===== src/logic/sap_pkg.sv =====
// Constants, field layouts and carrier types for the stored address pointer controller.
// Assumes a 16-bit word memory with a 10-bit USER address space behind the controller.
package sap_pkg;

  // Memory banks and word addresses of the write request.
  localparam logic [1:0]  USER_BANK     = 2'h3;
  localparam logic [13:0] REDIRECT_ADDR = 14'h3FFF;
  localparam logic [13:0] CTRL_ADDR     = 14'h0002;
  localparam logic [13:0] PTR_ADDR      = 14'h0003;
  localparam logic [3:0]  ADDR_HI_ZERO  = 4'h0;

  // USER data area, word addresses and reset values of the pointer and control words.
  localparam logic [9:0]  USER_START    = 10'h006;
  localparam logic [9:0]  PTR_WORD_ADDR = 10'h003;
  localparam logic [9:0]  CTRL_WORD_ADDR = 10'h002;
  localparam logic [15:0] PTR_RESET     = 16'h0006;
  localparam logic [15:0] CTRL_RESET    = 16'h0000;
  localparam logic [9:0]  ONE_WORD      = 10'h001;
  localparam logic [7:0]  ONE_BLOCK     = 8'h01;

  // Bit positions in the pointer word and the control word; only the lock pair sits in both.
  localparam int LOCK_BIT      = 15;
  localparam int PLOCK_BIT     = 14;
  localparam int INIT_LOAD_BIT = 10;
  localparam int ADDR_MSB      = 9;
  localparam int MWW_BIT       = 7;
  localparam int BSIZE_MSB     = 6;
  localparam int BSIZE_LSB     = 4;
  localparam int WRAP_FLAG_BIT = 3;
  localparam int WRAP_EN_BIT   = 2;
  localparam int ALOCK_BIT     = 1;
  localparam int ADV_BIT       = 0;

  // Lock pair encodings {lock, permanent lock}.
  localparam logic [1:0] PAIR_OPEN       = 2'h0;
  localparam logic [1:0] PAIR_PERM_OPEN  = 2'h1;
  localparam logic [1:0] PAIR_SECURED    = 2'h2;

  // Free USER words per block size code.
  localparam logic [9:0] FREE_WORDS [0:7] = '{10'h3A3, 10'h3C3, 10'h3D3, 10'h3DB,
                                              10'h3DF, 10'h3E1, 10'h3E1, 10'h3E1};

  typedef struct packed {
    logic [1:0]  bank;
    logic [13:0] addr;
    logic [15:0] data;
  } wr_req_s;

  typedef struct packed {
    logic [9:0]  addr;
    logic [15:0] data;
  } mem_wr_s;

  typedef enum logic [1:0] {
    ST_INIT_REQ,
    ST_INIT_WAIT,
    ST_IDLE,
    ST_PTR_SAVE
  } ctrl_state_e;

endpackage


===== src/logic/word_lock_gate.sv =====
// Write permission check for a self-locking register word.
// Assumes the caller supplies the stored lock pair and the pair carried by the new data.
`timescale 1ns/1ps
module word_lock_gate (
  // Lock state
  input  wire logic [1:0] cur_pair,
  input  wire logic [1:0] new_pair,
  input  wire logic       secured,
  // Verdict
  output logic            write_ok
);

  // A locked or permanently unlocked word must be rewritten with its own pair.
  assign write_ok = (cur_pair == sap_pkg::PAIR_OPEN) ? 1'b1 :
                    (cur_pair == sap_pkg::PAIR_PERM_OPEN) ? (new_pair == sap_pkg::PAIR_PERM_OPEN) :
                    (cur_pair == sap_pkg::PAIR_SECURED) ?
                      (secured && (new_pair == sap_pkg::PAIR_SECURED)) :
                    1'b0;

endmodule


===== src/logic/stored_address_pointer_ctrl.sv =====
// Stored address pointer controller: redirect writes, pointer advance, wrap and span lock.
// Assumes one write request at a time from the air or serial front end, and an NVM read
// port that returns the control and pointer words once after reset.
`timescale 1ns/1ps
module stored_address_pointer_ctrl (
  // Clock and reset
  input  wire logic              mclk,
  input  wire logic              rstn,
  // Power-on load from nonvolatile memory
  output logic                   nv_rd_req,
  input  wire logic              nv_rd_valid,
  input  wire logic [15:0]       nv_ctrl_word,
  input  wire logic [15:0]       nv_ptr_word,
  // Write requests from the front end
  input  wire logic              req_valid,
  output logic                   req_ready,
  input  wire sap_pkg::wr_req_s  req,
  input  wire logic              secured,
  output logic                   resp_ok,
  output logic                   resp_err,
  // USER memory write port
  output logic                   mem_we,
  output sap_pkg::mem_wr_s       mem_wr,
  // Register views and derived settings
  output logic [15:0]            ctrl_word,
  output logic [15:0]            pointer_word,
  output logic [9:0]             initial_pointer,
  output logic                   multi_word_write_enable,
  output logic [7:0]             block_words,
  output logic [9:0]             free_words,
  output logic                   wrap_occurred_flag
);

  sap_pkg::ctrl_state_e state;
  sap_pkg::ctrl_state_e next_state;

  // Stored fields.
  logic [1:0] ctrl_pair;
  logic       mww_stored;
  logic [2:0] block_size_field;
  logic       wrap_enable;
  logic       trailing_span_lock;
  logic       pointer_advance_enable;
  logic [1:0] ptr_pair;
  logic [9:0] ptr;

  assign ctrl_word    = {ctrl_pair, 6'h00, mww_stored, block_size_field, wrap_occurred_flag,
                         wrap_enable, trailing_span_lock, pointer_advance_enable};
  assign pointer_word = {ptr_pair, 4'h0, ptr};

  assign block_words = sap_pkg::ONE_BLOCK << block_size_field;
  assign free_words  = sap_pkg::FREE_WORDS[block_size_field];

  wire [9:0] last_loc = sap_pkg::USER_START + free_words - sap_pkg::ONE_WORD;

  // Request decode.
  wire        take        = req_valid && req_ready;
  wire        is_user     = req.bank == sap_pkg::USER_BANK;
  wire        is_redirect = is_user && (req.addr == sap_pkg::REDIRECT_ADDR);
  wire        is_ctrl     = is_user && (req.addr == sap_pkg::CTRL_ADDR);
  wire        is_ptr      = is_user && (req.addr == sap_pkg::PTR_ADDR);
  wire        is_plain    = is_user && (req.addr[13:10] == sap_pkg::ADDR_HI_ZERO)
                            && !is_ctrl && !is_ptr;
  wire [9:0]  req_loc     = req.addr[9:0];

  // Lock gates for the control word and the pointer word.
  wire [1:0] gate_ok;
  wire [1:0] gate_cur [0:1];
  assign gate_cur[0] = ctrl_pair;
  assign gate_cur[1] = ptr_pair;

  genvar g;
  generate
    for (g = 0; g < 2; g++)
    begin : g_gate
      word_lock_gate u_gate (
        .cur_pair (gate_cur[g]),
        .new_pair (req.data[sap_pkg::LOCK_BIT:sap_pkg::PLOCK_BIT]),
        .secured  (secured),
        .write_ok (gate_ok[g])
      );
    end
  endgenerate

  // Locked span and pointer targeting.
  wire span_hit  = trailing_span_lock && (req_loc >= sap_pkg::USER_START)
                   && (req_loc <= ptr);
  wire ptr_in    = (ptr >= sap_pkg::USER_START) && (ptr <= last_loc);
  wire at_end    = ptr == last_loc;
  wire wrap_eff  = wrap_enable && !trailing_span_lock;
  wire ptr_in_span = trailing_span_lock; // Pointer location itself is always in the span.
  wire [9:0] adv_loc = at_end ? sap_pkg::USER_START : ptr + sap_pkg::ONE_WORD;
  // Advance refuses at the end unless wrapping; no advance keeps the pointer.
  wire redir_ok  = ptr_in && (pointer_advance_enable ? (!at_end || wrap_eff)
                                                     : !ptr_in_span);
  wire [9:0] redir_loc = pointer_advance_enable ? adv_loc : ptr;
  wire wrap_set  = take && is_redirect && redir_ok && pointer_advance_enable && at_end
                   && wrap_enable && !trailing_span_lock;

  wire accept = is_redirect ? redir_ok :
                is_ctrl     ? gate_ok[0] :
                is_ptr      ? gate_ok[1] :
                is_plain    ? !span_hit :
                1'b0;

  wire ctrl_wr   = take && is_ctrl && gate_ok[0];
  wire ptr_wr    = take && is_ptr && gate_ok[1];
  wire ptr_adv   = take && is_redirect && redir_ok && pointer_advance_enable;
  wire flag_clr  = ctrl_wr && !req.data[sap_pkg::WRAP_FLAG_BIT];
  wire init_done = (state == sap_pkg::ST_INIT_WAIT) && nv_rd_valid;

  assign req_ready = state == sap_pkg::ST_IDLE;
  assign nv_rd_req = state == sap_pkg::ST_INIT_WAIT;

  // Word presented to memory for an accepted request.
  wire [15:0] ctrl_new = {req.data[sap_pkg::LOCK_BIT:sap_pkg::PLOCK_BIT], 6'h00,
                          req.data[sap_pkg::MWW_BIT:sap_pkg::BSIZE_LSB],
                          wrap_set || (wrap_occurred_flag && !flag_clr),
                          req.data[sap_pkg::WRAP_EN_BIT:sap_pkg::ADV_BIT]};
  wire [15:0] ptr_new  = {req.data[sap_pkg::LOCK_BIT:sap_pkg::PLOCK_BIT], 4'h0,
                          req.data[sap_pkg::ADDR_MSB:0]};
  wire sap_pkg::mem_wr_s next_mem_wr =
      is_redirect ? sap_pkg::mem_wr_s'{addr: redir_loc, data: req.data} :
      is_ctrl     ? sap_pkg::mem_wr_s'{addr: sap_pkg::CTRL_WORD_ADDR, data: ctrl_new} :
      is_ptr      ? sap_pkg::mem_wr_s'{addr: sap_pkg::PTR_WORD_ADDR, data: ptr_new} :
                    sap_pkg::mem_wr_s'{addr: req_loc, data: req.data};

  always_comb
  begin
    next_state = state;
    case (state)
      sap_pkg::ST_INIT_REQ:  next_state = sap_pkg::ST_INIT_WAIT;
      sap_pkg::ST_INIT_WAIT: if (nv_rd_valid) next_state = sap_pkg::ST_IDLE;
      sap_pkg::ST_IDLE:      if (ptr_adv) next_state = sap_pkg::ST_PTR_SAVE;
      sap_pkg::ST_PTR_SAVE:  next_state = sap_pkg::ST_IDLE;
      default:               next_state = sap_pkg::ST_INIT_REQ;
    endcase
  end

  always_ff @(posedge mclk)
  begin
    if (!rstn)
      state <= sap_pkg::ST_INIT_REQ;
    else
      state <= next_state;
  end

  // Write port and response strobes.
  always_ff @(posedge mclk)
  begin
    if (!rstn)
    begin
      mem_we   <= 1'b0;
      mem_wr   <= '0;
      resp_ok  <= 1'b0;
      resp_err <= 1'b0;
    end
    else if (state == sap_pkg::ST_PTR_SAVE)
    begin
      // The advanced pointer is stored back so it survives a power cycle.
      mem_we   <= 1'b1;
      mem_wr   <= '{addr: sap_pkg::PTR_WORD_ADDR, data: pointer_word};
      resp_ok  <= 1'b0;
      resp_err <= 1'b0;
    end
    else
    begin
      mem_we   <= take && accept;
      mem_wr   <= next_mem_wr;
      resp_ok  <= take && accept;
      resp_err <= take && !accept;
    end
  end

  // Control word fields.
  always_ff @(posedge mclk)
  begin
    if (!rstn)
    begin
      ctrl_pair               <= sap_pkg::CTRL_RESET[sap_pkg::LOCK_BIT:sap_pkg::PLOCK_BIT];
      mww_stored              <= 1'b0;
      multi_word_write_enable <= 1'b0;
      block_size_field        <= sap_pkg::CTRL_RESET[sap_pkg::BSIZE_MSB:sap_pkg::BSIZE_LSB];
      wrap_enable             <= 1'b0;
      trailing_span_lock      <= 1'b0;
      pointer_advance_enable  <= 1'b0;
    end
    else if (init_done)
    begin
      ctrl_pair               <= nv_ctrl_word[sap_pkg::LOCK_BIT:sap_pkg::PLOCK_BIT];
      mww_stored              <= nv_ctrl_word[sap_pkg::MWW_BIT];
      multi_word_write_enable <= nv_ctrl_word[sap_pkg::MWW_BIT];
      block_size_field        <= nv_ctrl_word[sap_pkg::BSIZE_MSB:sap_pkg::BSIZE_LSB];
      wrap_enable             <= nv_ctrl_word[sap_pkg::WRAP_EN_BIT];
      trailing_span_lock      <= nv_ctrl_word[sap_pkg::ALOCK_BIT];
      pointer_advance_enable  <= nv_ctrl_word[sap_pkg::ADV_BIT];
    end
    else if (ctrl_wr)
    begin
      // The stored enable changes now, the effective one only at the next power-up.
      ctrl_pair               <= ctrl_new[sap_pkg::LOCK_BIT:sap_pkg::PLOCK_BIT];
      mww_stored              <= ctrl_new[sap_pkg::MWW_BIT];
      block_size_field        <= ctrl_new[sap_pkg::BSIZE_MSB:sap_pkg::BSIZE_LSB];
      wrap_enable             <= ctrl_new[sap_pkg::WRAP_EN_BIT];
      trailing_span_lock      <= ctrl_new[sap_pkg::ALOCK_BIT];
      pointer_advance_enable  <= ctrl_new[sap_pkg::ADV_BIT];
    end
  end

  // Wrap flag: a wrap in the same cycle as a clear keeps the flag set.
  always_ff @(posedge mclk)
  begin
    if (!rstn)
      wrap_occurred_flag <= 1'b0;
    else if (init_done)
      wrap_occurred_flag <= nv_ctrl_word[sap_pkg::WRAP_FLAG_BIT];
    else if (wrap_set)
      wrap_occurred_flag <= 1'b1;
    else if (flag_clr)
      wrap_occurred_flag <= 1'b0;
  end

  // Pointer word and initial pointer.
  always_ff @(posedge mclk)
  begin
    if (!rstn)
    begin
      ptr_pair        <= sap_pkg::PTR_RESET[sap_pkg::LOCK_BIT:sap_pkg::PLOCK_BIT];
      ptr             <= sap_pkg::PTR_RESET[sap_pkg::ADDR_MSB:0];
      initial_pointer <= sap_pkg::USER_START;
    end
    else if (init_done)
    begin
      ptr_pair <= nv_ptr_word[sap_pkg::LOCK_BIT:sap_pkg::PLOCK_BIT];
      ptr      <= nv_ptr_word[sap_pkg::ADDR_MSB:0];
    end
    else if (ptr_wr)
    begin
      ptr_pair <= ptr_new[sap_pkg::LOCK_BIT:sap_pkg::PLOCK_BIT];
      ptr      <= ptr_new[sap_pkg::ADDR_MSB:0];
      if (req.data[sap_pkg::INIT_LOAD_BIT])
        initial_pointer <= req.data[sap_pkg::ADDR_MSB:0];
    end
    else if (ptr_adv)
      ptr <= adv_loc;
  end

endmodule


===== config.mk =====
export PLATFORM = sky130hd
export DESIGN_NAME = stored_address_pointer_ctrl
export DESIGN_NICKNAME = d
export VERILOG_FILES = /design/src/logic/sap_pkg.sv /design/src/logic/word_lock_gate.sv /design/src/logic/stored_address_pointer_ctrl.sv
export SDC_FILE = /design/constraint.sdc
export NUM_CORES = 1
export LEC_CHECK = 0
export ABC_AREA = 1
export CORE_ASPECT_RATIO = 0.8
export CORE_UTILIZATION = 45
export DETAILED_ROUTE_END_ITERATION = 8
export DONT_BUFFER_PORTS = 1
export PLACE_DENSITY_LB_ADDON = 0.2
export SKIP_CTS_REPAIR_TIMING = 1
export SLEW_MARGIN = 5
export SYNTH_ARGS = -nofsm -noshare
export SYNTH_HDL_FRONTEND = slang
export SYNTH_SLANG_ARGS = --single-unit

===== constraint.sdc =====
create_clock -name mclk -period 2.98 [get_ports mclk]
set_input_delay 0.298 -clock mclk [delete_from_list [all_inputs] [get_ports mclk]]
set_output_delay 0.298 -clock mclk [all_outputs]
set_load 0.005 [all_outputs]

# Word level (Yosys, flattened, before mapping)
# Memories as Yosys holds them, arrays and structs flattened.
# Cells that the tools add are included.
# classes
n_addsub,3
order_cmp,5
n_eq_ne,16
n_shift,1
mux,43
bitwise,3
reduce_logical,49
# ops
cell,count
$mux W26,3
$mux W10,7
$eq A14 B2 Y1 const B,2
$logic_and A1 B1 Y1,28
$mux W1,23
$ge A10 B3 Y1 const B,2
$le A10 B10 Y1,2
$mux W18,1
$eq A14 B14 Y1 const B,1
$eq A2 B2 Y1 const B,6
$mux W2,6
$add A10 B1 Y10 const B,1
$add A3 B10 Y10 const A,1
$eq A10 B10 Y1,1
$sub A10 B1 Y10 const B,1
$eq A2 B1 Y1 const B,4
$logic_not A1 Y1,8
$pmux W2 S4,1
$shl A1 B3 Y8 const A,1
$logic_not A2 Y1,3
$mux W3,2
$reduce_bool A3 Y1,2
$ge A4 B4 Y1 const B,1
$logic_not A4 Y1,1
8 further kinds,12
# totals
regBits,64
romBits,80
in_bits,69
output_inout_bits,93
elab_cells,140
memories,1
# mem_list
memory,words,word_bits,read_ports,rd_clocked_by_memory_dff,wr,line_no,text
(name not given),8,10,1,0,0,stored_address_pointer_ctrl.sv:52,assign free_words = sap_pkg::FREE_WORDS[block_size_field];

# Depth between registers and ports, before layout
# depth
depth_word,20
depth_mapped,19
depth_no_buf,19

# By module
# Synthesis repeated with hierarchy kept, for this count alone.
# unflattened
cells_unflattened,627
area_unflattened_um2,4090.2
# by_module_without_submodules
module,n_inst,cells_per_inst,area_each_um2,seq_area_each_um2
stored_address_pointer_ctrl,1,615,4032.6,1281.2
word_lock_gate,2,6,28.8,0.0

# Least setup slack after synthesis
# OpenSTA, ideal clock, no wires.
# synth_timing
kind,reg-to-reg
from,register block_size_field[2]
to,register ptr[0]
setup_ps,111
arrival_time_ps,2642
t_required_ps,2869
path_slack_ps,227
stages_incl_launch_ff,18
n_path_buf,0
cell_sequence,dfxtp_1 clkinv_1 nor2_1 a21oi_1 ha_1 a21oi_1 a21oi_1 ha_1 nand2_1 nor2_1 nand3_1 a21oi_1 nor2_1 nand3_4 nand2_4 inv_2 nor2_1 nor2_1
# synth_via
elab_chain_len,14
elab_cells_between_ends,20
cone_classes,2 x add/sub; 1 x order compare; 1 x eq/ne; 7 x mux; 1 x bitwise; 7 x reduce/logical; 1 x memory
# synth_lines
element,line_no,text
from (decl),stored_address_pointer_ctrl.sv:40,logic [2:0] block_size_field;
from (signal assigned),stored_address_pointer_ctrl.sv:183,block_size_field <= sap_pkg::CTRL_RESET[sap_pkg::BSIZE_MSB:sap_pkg::BSIZE_LSB];
from (signal assigned),stored_address_pointer_ctrl.sv:193,block_size_field <= nv_ctrl_word[sap_pkg::BSIZE_MSB:sap_pkg::BSIZE_LSB];
from (signal assigned),stored_address_pointer_ctrl.sv:203,block_size_field <= ctrl_new[sap_pkg::BSIZE_MSB:sap_pkg::BSIZE_LSB];
$not A3 Y4 (implied by the code) (*),stored_address_pointer_ctrl.sv:52,
$mem_v2 Z8 W10 (*),-,
$mux W10 (implied by the code) (*) (2 in a row),stored_address_pointer_ctrl.sv:52,
named net free_words[3],stored_address_pointer_ctrl.sv:30,"output logic [9:0] free_words,"
$add A3 B10 Y10 (*),stored_address_pointer_ctrl.sv:54,wire [9:0] last_loc = sap_pkg::USER_START + free_words - sap_pkg::ONE_WORD;
$sub A10 B1 Y10 (*),stored_address_pointer_ctrl.sv:54,
"parallel branches: the longest is 8 deep, another holds $le A10 B10 Y1",-,
to (signal assigned),stored_address_pointer_ctrl.sv:229,ptr <= sap_pkg::PTR_RESET[sap_pkg::ADDR_MSB:0];
to (signal assigned),stored_address_pointer_ctrl.sv:235,ptr <= nv_ptr_word[sap_pkg::ADDR_MSB:0];
to (signal assigned),stored_address_pointer_ctrl.sv:240,ptr <= ptr_new[sap_pkg::ADDR_MSB:0];
to (decl),stored_address_pointer_ctrl.sv:45,logic [9:0] ptr;
# Mark *: on every way through the listed nets, which the timed path passes. The select of a mux whose other input is x is not followed.
# A chain may end at the register's enable or synchronous reset.

# Worst setup path in the final report
# layout_timing
from,register block_size_field[0]
to,register mem_wr[18] in the netlist's numbering
# layout_via
elab_chain_len,10
# layout_lines
element,line_no,text
$not A3 Y4 (implied by the code),stored_address_pointer_ctrl.sv:52,
$mem_v2 Z8 W10,-,
$mux W10 (implied by the code) (2 in a row),stored_address_pointer_ctrl.sv:52,
$add A3 B10 Y10,stored_address_pointer_ctrl.sv:54,
$sub A10 B1 Y10,stored_address_pointer_ctrl.sv:54,
$eq A10 B10 Y1,stored_address_pointer_ctrl.sv:89,wire at_end = ptr == last_loc;
$mux W10,stored_address_pointer_ctrl.sv:92,wire [9:0] adv_loc = at_end ? sap_pkg::USER_START : ptr + sap_pkg::ONE_WORD;
$mux W10,stored_address_pointer_ctrl.sv:96,wire [9:0] redir_loc = pointer_advance_enable ? adv_loc : ptr;
$mux W26,stored_address_pointer_ctrl.sv:123,"is_redirect ? sap_pkg::mem_wr_s'{addr: redir_loc, data: req.data} :"
to (signal assigned),stored_address_pointer_ctrl.sv:162,"mem_wr <= '{addr: sap_pkg::PTR_WORD_ADDR, data: pointer_word};"
to (signal assigned),stored_address_pointer_ctrl.sv:169,mem_wr <= next_mem_wr;
to (decl),stored_address_pointer_ctrl.sv:23,"output sap_pkg::mem_wr_s mem_wr,"
# No other way between the ends. The select of a mux whose other input is x is not followed.

==> impl_summary.txt <==
----------------------------------------------------
[Outcome]
  Status ... completed

[Detailed routing]
  Total wirelength of the detailed-routed design ... between 10000 and 15000 µm
  DRC errors left ... 0
  Routed length per placed instance ... about 17 µm
  Via-to-Cell Ratio ... 5.549
  First-pass DRT Iterations ... 4
  Antenna Violating Nets Remaining ... 0
  Overall via count from detail_route ... roughly 4200
  Number of DRC markers after the initial detailed-route iteration ... approximately 370

[Yosys]
  Portion of the post-synthesis area used by sequential elements ... a little under a third
  Syn Std Cell Area ... between 4000 and 5000 µm²
  Register bit count reported by yosys ... 64
  Post-synth EDFFs ... 0
  Fraction of post-synthesis cell area in the top cell type by area ... around 31%
  Most used flip-flop cell after synthesis ... dfxtp_1
  Biggest area contributors in the synthesized netlist ... dfxtp_1 31%, nand2_1 14%, nor2_1 7.9%
  Cell with the most instances after synthesis ... nand2_1
  List of most frequent post-synthesis cells ... 149 x nand2_1, 87 x nor2_1, 72 x inv_1, 64 x dfxtp_1, 55 x a21oi_1
  Async SR Flop Fraction ... 0%
  Synthesis Warnings ... 0
  Number of instances in the synthesized netlist ... 641
  Mean area per synthesized cell ... roughly 6.5 µm²
  Library cell with the largest summed area after synthesis ... dfxtp_1
  Count of distinct cell types in the synthesized netlist ... 37

[STA]
  Maximum clock rate ... about 370 MHz
  Clock period minus final worst setup slack ... around 2.7 ns
  Final setup TNS ... 0 ns
  Total count of hold-check failures in the final report ... 0
  Final setup violation count ... 0
  RSZ-0062 raised after global routing ... false
  Final Cycle Share ... 90.01%
  Worst setup skew after layout ... around 0.007 ns
  Measured slew at the worst slew-check pin ... slightly above 0.8 ns
  Worst-case headroom to the max-slew limit ... 46.04%
  Slew Limit Fails ... 0

[Global routing]
  GRT overflow ... 0
  Initial antenna violation count ... 0
  Vias in the first global route ... about 3600
  Largest net degree at the start of global routing ... 35
  Total global-route track usage ... between 20% and 30%
  First-pass GRT wire length ... around 19000 µm

[Clock tree]
  Clock latency of the later-clocked register in the worst-skew pair ... 0.34 ns
  CTS buffer count ... 9
  CTS root buf ... clkbuf_16
  Clock tree sinks ... 64
  Total number of H-tree levels ... 3
  TritonCTS clock tree ... built
  Max clock buf depth ... 2
  Clock input transition at the sequential cells of the worst setup and hold paths ... about 0.060 ns

[Critical path]
  Startpoint-to-endpoint class of the critical path ... reg -> reg
  Worst Setup End Kind ... register
  Critical path required time ... roughly 3.2 ns
  Arrival @ worst endpoint ... between 2 and 3 ns
  CP Launch Type ... register
  Critical-path maximum fanout ... 12

[Cells and area]
  Post-route non-filler standard cell count ... roughly 760
  Area added between synthesis and finish ... 10.21%
  Filler cell count ... slightly above 900
  Share of final-layout standard cells stronger than drive strength 1 ... between 10% and 20%
  Post-layout nets ... ~740
  Diodes inserted ... 0

[Floorplanning]
  Die boundary width ... roughly 110 µm
  Top Ports ... roughly 160
  Number of placement rows ... 30
  Standard cell core area ... 8708 µm²
  Die Area ... ~9600 µm²
  Vertical die dimension ... 87.81 µm
  Initial cell density of the core ... between 40% and 50%

[Hold path]
  Path type of the worst min-delay path ... in -> reg

[Power and ir drop]
  Power density over the cells ... ~540 nW/µm²
  Max IR drop VDD ... between 0.3 and 0.4 mV
  Static leakage ... about 2.1 nW

[Placed design]
  Routability congestion estimate ... 0.9227
  Total of buffers placed on input and output ports ... 0
  Hpwl dp ... between 9000 and 10000 µm
  Number of placed cells counting well taps ... ~750

[Run]
  Total of max-cap violations ... 0

----------------------------------------------------
## through the flow
step                hold WS (ns)  instance area (µm²)  total power, mW  util (%)  setup WS, ns
detailed placement        0.3957                 4208            1.310     48.32        0.1615
finish                   0.06465                 4564            2.460     52.41        0.2976
CTS                      0.04743                 4536            2.466     52.08        0.1418
global route             0.05177                 4564            2.564     52.41       0.05536
global placement          0.3892                 4208            1.301     48.32        0.2241
floorplan                 0.4245                 4194            1.230         -        0.2267
## state kept, by name, summed over array words and instances (netlist names), 2 cells and up
name,count
ctrl_pair,2
mem_wr,26
initial_pointer,10
ptr_pair,2
state,2
block_size_field,3
ptr,10
## cell usage in the layout (no fill, tap or decap), types with 16 or more instances in the layout
cell type / n
o21ai_0: 16
nor2_1: 84
dfxtp_1: 62
conb_1: 16
nand3_1: 48
buf_4: 17
inv_1: 72
a21oi_1: 55
nand2_1: 148
ha_1: 21
## worst max-delay path: stages, from the launching register on
cell and delay, ns:
dfxtp_2 0.38, nor2_1 0.08, nor2_2 0.12, a21oi_1 0.08, ha_1 0.22, a21oi_1 0.12, a21oi_1 0.06, ha_1 0.29
nand2_1 0.07, nor2_1 0.19, nand3_2 0.18, buf_6 0.19, o21ai_1 0.07, inv_1 0.07, a21oi_1 0.13, o21ai_0 0.11
a21oi_1 0.22
## logic make-up (layout without fill, tap and decap cells)
group | Yosys count | after routing | share of synthesized area [%]
AND/OR/NAND/NOR | 327 | 327 | 34.44
flip-flops | 64 | 64 | 30.94
AO/OA/AOI/OAI | 105 | 105 | 14.29
adder cells (fa/ha/maj) | 21 | 21 | 6.344
other | 2 | 16 | 0.1813
buffers and inverters | 122 | 118 | 13.81
## layout make-up
cell class | instances | area (µm²) | share of cell area (%)
clock buffer | 9 | 225.2 | 4.934
clock inverter | 7 | 102.6 | 2.248
inverter | 84 | 317.8 | 6.963
multi-input combinational | 469 | 2356 | 51.62
sequential | 64 | 1284 | 28.12
tap | 112 | 140.1 | 3.070
timing repair buffer | 18 | 138.9 | 3.043
## path summary, 6_finish.rpt
kind | startpoint | to | slack [ns] | depth (start not counted)
setup / recovery | block_size_field[0]$_SDFFE_PN0P_ | mem_wr[18]$_SDFF_PP0_ | 0.30 | 16
hold reg to reg | initial_pointer[6]$_SDFFE_PN0P_ | initial_pointer[6]$_SDFFE_PN0P_ | 0.47 | 2
setup reg to reg | block_size_field[0]$_SDFFE_PN0P_ | mem_wr[18]$_SDFF_PP0_ | 0.30 | 16
hold / removal | rstn | ptr[2]$_SDFFE_PN1P_ | 0.06 | 1
## layer usage
layer	global-route usage [%]	share of wire, %	up-vias
met2	40.37	44	227
met5	0	0	-
li1	-	-	2050
met4	8.121	1.3	0
met3	8.408	11	13
met1	35.98	44	1944
## power by group
group | internal (mW) | leakage [nW] | switching (mW)
clock network | 0.740 | 0.157 | 0.420
registers | 0.901 | 0.527 | 0.0403
logic | 0.121 | 1.46 | 0.238
total | 1.76 | 2.14 | 0.698
Power figures use the tool's default switching activity.
